`config.mk`:
```
export PLATFORM = sky130hd
export DESIGN_NAME = ftsb_top
export DESIGN_NICKNAME = d
export VERILOG_FILES = /design/src/core/ftsb_mem.v /design/src/core/ftsb_top.v
export VERILOG_INCLUDE_DIRS = /design/src /design/src/core
export SDC_FILE = /design/constraint.sdc
export NUM_CORES = 2
export LEC_CHECK = 0
export BUFFER_PORTS_ARGS = -buffer_cell sky130_fd_sc_hd__clkbuf_2
export CAP_MARGIN = 25
export CORE_MARGIN = 2
export CORE_UTILIZATION = 45
export CTS_CLUSTER_DIAMETER = 150
export DETAILED_ROUTE_END_ITERATION = 16
export PLACE_DENSITY = 0.59
export SYNTH_ARGS = -nofsm -noshare
export SYNTH_HDL_FRONTEND = slang
export SYNTH_SLANG_ARGS = --single-unit
```
`constraint.sdc`:
```
create_clock -name core_clk_in -period 2.4 [get_ports core_clk_in]
set_clock_uncertainty 0.1 [all_clocks]
set_input_delay 0.24 -clock core_clk_in [delete_from_list [all_inputs] [get_ports core_clk_in]]
set_output_delay 0.24 -clock core_clk_in [all_outputs]
set_load 0.05 [all_outputs]
```
`src/core/ftsb_map.vh`:
```
// Constants for the flow-through SRAM bus interface block
// Operation
// - Global or all-byte write is full width
// - Outputs stay off after write until read
// - Data lines high impedance on sleep exit
// - Outputs release before drive, no contention
`ifndef FTSB_MAP_VH
`define FTSB_MAP_VH
`define FTSB_CLK_MHZ 250
`define FTSB_POWERUP_WAIT_MS 1
`define FTSB_POWERUP_CYCLES (`FTSB_POWERUP_WAIT_MS * 1000 * `FTSB_CLK_MHZ)
`define FTSB_ST_IDLE 2'h0
`define FTSB_ST_READ 2'h1
`define FTSB_ST_WRITE 2'h2
`define FTSB_ST_SLEEP 2'h3
`endif

```
`src/core/ftsb_mem.v`:
```
// Small synchronous memory with registered read data and byte write strobes
`timescale 1ns/100ps
`default_nettype none
module ftsb_mem #(
   parameter AW = 6,
   parameter NB = 4
) (
   input wire clk_in,
   input wire [AW-1:0] addr_in,
   input wire [NB-1:0] we_in,
   input wire [NB*9-1:0] wdata_in,
   output reg [NB*9-1:0] rdata_out
);
   reg [NB*9-1:0] mem [0:(1<<AW)-1];
   genvar b;
   generate
      for (b = 0; b < NB; b = b + 1) begin : g_lane
         always @(posedge clk_in) begin
            if (we_in[b]) begin
               mem[addr_in][b*9 +: 9] <= wdata_in[b*9 +: 9];
            end
         end
      end
   endgenerate
   always @(posedge clk_in) begin
      rdata_out <= mem[addr_in];
   end
endmodule
`default_nettype wire

```
`src/core/ftsb_top.v`:
```
// Flow-through SRAM host-side bus logic: select, write decode, output release
`timescale 1ns/100ps
`default_nettype none
`include "ftsb_map.vh"
module ftsb_top #(
   parameter AW = 6,
   parameter NB = 4,
   parameter POWERUP_CYCLES = `FTSB_POWERUP_CYCLES
) (
   input wire core_clk_in,
   input wire resetn_in,
   input wire [AW-1:0] addr_in,
   input wire processor_addr_strobe_n_in,
   input wire controller_addr_strobe_n_in,
   input wire global_write_n_in,
   input wire byte_write_enable_n_in,
   input wire [NB-1:0] byte_write_strobe_n_in,
   input wire chip_select_primary_n_in,
   input wire chip_select_depth_hi_in,
   input wire chip_select_depth_n_in,
   input wire output_enable_n_in,
   input wire sleep_request_in,
   input wire [NB*9-1:0] dq_in,
   output reg [NB*9-1:0] dq_out,
   output wire dq_oe_n_out,
   output reg powered_up_out,
   output reg full_write_out
);
   // State codes are the header's; only the design uses them, the checker does not decode state
   localparam ST_IDLE = `FTSB_ST_IDLE;
   localparam ST_READ = `FTSB_ST_READ;
   localparam ST_WRITE = `FTSB_ST_WRITE;
   localparam ST_SLEEP = `FTSB_ST_SLEEP;

   // Sleep and output enable are asynchronous pins: two flops before use
   reg sleep_s1, sleep_s2, oe_s1, oe_s2;
   always @(posedge core_clk_in or negedge resetn_in) begin
      if (!resetn_in) begin
         sleep_s1 <= 1'b1;
         sleep_s2 <= 1'b1;
         oe_s1 <= 1'b1;
         oe_s2 <= 1'b1;
      end else begin
         sleep_s1 <= sleep_request_in;
         sleep_s2 <= sleep_s1;
         oe_s1 <= output_enable_n_in;
         oe_s2 <= oe_s1;
      end
   end

   // Power-up counter: flags when host may start accessing
   reg [31:0] pwr_cnt;
   always @(posedge core_clk_in or negedge resetn_in) begin
      if (!resetn_in) begin
         pwr_cnt <= 32'h0;
         powered_up_out <= 1'b0;
      end else if (!powered_up_out) begin
         pwr_cnt <= pwr_cnt + 32'h1;
         if (pwr_cnt >= POWERUP_CYCLES - 1) begin
            powered_up_out <= 1'b1;
         end
      end
   end

   wire selected = !chip_select_primary_n_in && chip_select_depth_hi_in &&
      !chip_select_depth_n_in;
   wire strobe = !processor_addr_strobe_n_in || !controller_addr_strobe_n_in;
   wire full_wr = !global_write_n_in ||
      (!byte_write_enable_n_in && (byte_write_strobe_n_in == {NB{1'b0}}));
   wire any_wr = !global_write_n_in || !byte_write_enable_n_in;
   // Selected processor strobe starts a read except while in or entering ST_SLEEP; write controls ignored with it
   wire start_rd = selected && strobe && (!processor_addr_strobe_n_in || !any_wr);
   wire start_wr = selected && !controller_addr_strobe_n_in &&
      processor_addr_strobe_n_in && any_wr;

   reg [1:0] state, next_state;
   always @* begin
      next_state = state;
      case (state)
         // Leaving sleep always lands in idle, so the bus stays released
         ST_SLEEP: if (!sleep_s2) next_state = ST_IDLE;
         default: begin
            if (sleep_s2) next_state = ST_SLEEP;
            else if (start_rd) next_state = ST_READ;
            else if (start_wr) next_state = ST_WRITE;
            else if (strobe && !selected) next_state = ST_IDLE;
         end
      endcase
   end

   always @(posedge core_clk_in or negedge resetn_in) begin
      if (!resetn_in) state <= ST_SLEEP;
      else state <= next_state;
   end

   reg [NB-1:0] lane_we;
   always @* begin
      lane_we = {NB{1'b0}};
      if (start_wr && !sleep_s2) begin
         if (full_wr) lane_we = {NB{1'b1}};
         else lane_we = ~byte_write_strobe_n_in;
      end
   end

   always @(posedge core_clk_in or negedge resetn_in) begin
      if (!resetn_in) full_write_out <= 1'b0;
      else full_write_out <= start_wr && full_wr && !sleep_s2;
   end

   wire [NB*9-1:0] rdata;
   ftsb_mem #(.AW(AW), .NB(NB)) u_mem (
      .clk_in(core_clk_in),
      .addr_in(addr_in),
      .we_in(lane_we),
      .wdata_in(dq_in),
      .rdata_out(rdata)
   );

   // Drive enable lags release by two cycles so a neighbour can let go first
   reg drive_req, drive;
   always @(posedge core_clk_in or negedge resetn_in) begin
      if (!resetn_in) begin
         drive_req <= 1'b0;
         drive <= 1'b0;
         dq_out <= {NB*9{1'b0}};
      end else begin
         drive_req <= (next_state == ST_READ) && !oe_s2;
         drive <= drive_req && (next_state == ST_READ) && !oe_s2;
         dq_out <= rdata;
      end
   end
   assign dq_oe_n_out = !(drive && state == ST_READ);
endmodule
`default_nettype wire

```
==> results <==
- The run finished with clean final reports.
- Setup repair after global routing left no endpoint under its margin.
- The detailed router finished its first iteration with 8596 violations.
- The max-capacitance violation count is 0.
- For this design the static power due to leakage is 0.0392 µW.
- The post-route netlist has 31.6% of its cells at a drive strength greater than 1.
- The maximum clock insertion buffer count is 3.
- The largest net degree at the start of global routing is 65.
- The post-route antenna net violation count is 0.
- Clock tree synthesis selected as its root buffer the cell clkbuf_16.
- The predominant post-synthesis flop cell is edfxtp_1.
- Summing the sequential cell areas from Yosys gives 77.3% of the chip area.
- In this run, distinct cell masters in the synthesized netlist total 72.
- The worst register-to-register path has a depth of 6.
- Hold timing on the final database bottoms out at a slack of 0.0659 ns.
- The die height is 459 µm.
- The die covers 210000 µm².
- After synthesis the cells add up to 93000 µm².
- The via total after detailed routing is 57323.
- The nature of the critical path endpoint is a register.
- The number of buffers inserted during clock tree synthesis is 239.
- Along the worst path, the maximum fanout reaches 1.
- In this run the worst hold path is classified as primary input to register.
- The critical path is of the register to register type.
- The number of nets in the layout is 6315.
- The number of setup buffers added after CTS is 0.
- Counting every instance in the synthesized netlist gives 5144.
- The most repeated cell in the gate-level netlist after synthesis is edfxtp_1.
- Summed over all failing endpoints, the final setup total negative slack is 0 ns.
- Buffers placed on the I/O ports in this run total 95.
- The count of final max-slew check failures came to 0.
- The number of antenna violations at the first check in global routing is 13.
- In this run the mean area of a mapped cell was 18.1 µm².
- Routability-driven placement finished with a final weighted congestion of 0.968.
- The wire length per cell after detailed routing is 34.7 µm.
- After synthesis, the cell types taking the most area are edfxtp_1, mux4_2, mux2i_1.
- Synthesis inferred 2418 register bits.
- The number of enable flip-flop cells after synthesis is 2304.
- The transition time of the tightest slew-check pin is 0.944 ns.
- The number of warnings reported in the yosys synthesis log is 0.
- The final layout contains routed wiring with a total length of 318 mm.
- For the worst setup path, the data required time is 3.08 ns.
- The total track usage is 29.9%.
- The number of vias per cell is 6.25.
- The signal arrival time at the worst endpoint is 3.02 ns.
- The clock latency reported for the late side of the worst-skew pair is 0.91 ns.
- The normalized max-slew margin is 37.0%.
- For this run, the detailed router's first-pass iteration total came to 6.
- The tree built by TritonCTS fans out to 2418 sinks.
- The shortest clock period the worst path allows after layout is 2.34 ns.
- The first global-routing pass estimated 440 mm of wire.
- In this run the standard cell core region covers 205000 µm².
- Counting instances, the worst hold path has a depth of 5.
- The clock tree from TritonCTS is done.
- The maximum level of the CTS H-tree is 4.
- In this run the horizontal extent of the chip is 459 µm.
- The DRC violation count after routing is 0.
- Static timing analysis puts the maximum clock frequency at 427 MHz.
- The proportion of register bits with asynchronous set or reset after synthesis is 3.23%.
- The post-route core utilization is 56.5%.
- The site row count is 166.
- The total nets after synthesis is 5202.
- After synthesis, the most frequently instantiated cells are edfxtp_1, nor2_1, mux2i_1, nand2_1, mux4_2.
- After clock tree synthesis, the clock-pin slew on the worst setup and hold paths is 0.07 ns.
- Global routing finished with a remaining overflow of 0.
- Setup violations remaining at the end of the flow were counted as 0.
- The cell area power density is 776 nW/µm².
- The count of final hold-check violations is 0.
- The initial utilization of the core area, before any placement, comes to 45.4%.
- The area overhead of the layout relative to synthesis is 24.4%.
- The via count of the first global-routing pass is 55450.
- The final critical-path share of the clock period is 97.5%.
- In this run the count of I/O pins placed on the die edge is 96.
- The kind of launch point of the worst setup path is a register.
- Of the post-synthesis cell area, the dominant cell type holds 74.4%.
- edfxtp_1 takes more of the synthesized area than any other cell.
- The worst ir drop on vdd is 680 µV.
- After legalization and detailed placement, the total HPWL measured 216 mm.
==> critical path, stage by stage (launching register included) <==
cell      delay (ns)
edfxtp_1        0.36
mux2_2          0.32
a221o_1         0.41
a22oi_2         0.24
o21ai_2         0.10
buf_4           0.16
or4b_1          0.52
==> sequential cells by signal (all words and copies together) (netlist names) <==
signal,cells
dq_out,36
full_write_out,1
oe_s1,1
u_mem.mem,2304
drive,1
state,2
drive_req,1
pwr_cnt,32
powered_up_out,1
sleep_s1,1
u_mem.rdata_out,36
sleep_s2,1
oe_s2,1
==> area by class of cell <==
type	instances	area, µm²
Antenna cell	8	20.0
Clock inverter	145	1330
Timing Repair Buffer	1211	12800
Inverter	7	38.8
Clock buffer	311	6510
Sequential cell	2418	71900
Tap cell	2688	3360
Fill cell	15567	89300
Multi-Input combinational cell	2380	19800
==> layer usage <==
metal / global-route usage, % / vias up / part of all wire (%)
li1: - / 23137 / -
met1: 42.2 / 29753 / 39
met2: 46.2 / 3822 / 46
met3: 6.12 / 605 / 11
met4: 10.7 / 6 / 4.0
met5: 0 / - / 0.013
==> cells in the final DEF (no fill, tap or decap), types with 9 or more instances in the layout <==
cell type	count
a22o_1	31
a31oi_1	39
or4_1	13
mux2_2	147
dfxtp_1	36
buf_12	304
clkbuf_1	48
clkinv_2	54
a211oi_1	19
o22a_1	9
clkbuf_2	91
bufinv_16	18
mux2i_1	318
nand2_1	199
and3_1	16
a221oi_1	166
edfxtp_1	2304
a221o_1	31
nor2_4	11
a21oi_1	182
mux4_2	187
a222oi_1	17
o21ai_0	131
dfrtp_1	72
buf_4	764
xor2_1	9
clkinv_1	54
xnor2_1	22
o22ai_1	135
clkbuf_8	22
a311oi_1	11
a22oi_1	132
nor2_1	223
dlygate4sd3_1	49
nor2_2	131
nand4_1	26
clkbuf_16	241
nand3_1	32
o211ai_1	12
==> through the flow <==
step                instances  setup WS (ns)  instance area (µm²)  total power [µW]
floorplan                5144         -0.118                93300             49800
global placement         8653         -0.557               107000             53200
detailed placement       8653         -0.559               107000             53200
CTS                      9158         0.0193               116000             90000
global route             9162        0.00599               116000             91900
finish                   9168         0.0604               116000             89800
==> cells by family (layout without fill, tap and decap cells) <==
group / after synthesis / after routing / share of synthesized area (%)
AND/OR/NAND/NOR: 722 / 722 / 3.37
buffers and inverters: 346 / 1674 / 2.02
flip-flops: 2418 / 2418 / 77.3
other: 0 / 8 / 0
XOR/XNOR: 31 / 31 / 0.292
adder cells (fa/ha/maj): 1 / 1 / 0.0134
multiplexers: 653 / 653 / 9.74
AO/OA/AOI/OAI: 973 / 973 / 7.31
==> final timing paths <==
| kind | start | endpoint | slack, ns |
|---|---|---|---|
| min | addr_in[2] | u_mem.rdata_out[33]$_DFF_P_ | 0.07 |
| max in group asynchronous | resetn_in | dq_out[14]$_DFF_PN0_ | 1.56 |
| min reg2reg | u_mem.rdata_out[10]$_DFF_P_ | dq_out[10]$_DFF_PN0_ | 0.23 |
| max reg2reg | u_mem.mem[62][26]$_DFFE_PP_ | u_mem.rdata_out[26]$_DFF_P_ | 0.06 |
| min in group asynchronous | resetn_in | full_write_out$_DFF_PN0_ | 0.33 |
| max | u_mem.mem[62][26]$_DFFE_PP_ | u_mem.rdata_out[26]$_DFF_P_ | 0.06 |
==> power by group <==
part	switching (µW)	total [µW]	internal, µW
Clock	16200	37200	21100
Sequential	166	46500	46400
Combinational	3860	5990	2130
Total	20200	89800	69600
==> repair_timing <==
| item | 4_1_cts | 5_1_grt |
|---|---|---|
| hold buffers | 49 | 1 |
| resized for setup | 2 | 1 |
| setup endpoints to repair | 1 | 1 |
| cloned | 0 | 0 |
| hold endpoints to repair | 1859 | 64 |
| pin swaps | 0 | 2 |
(Power assumes the default switching activity.)
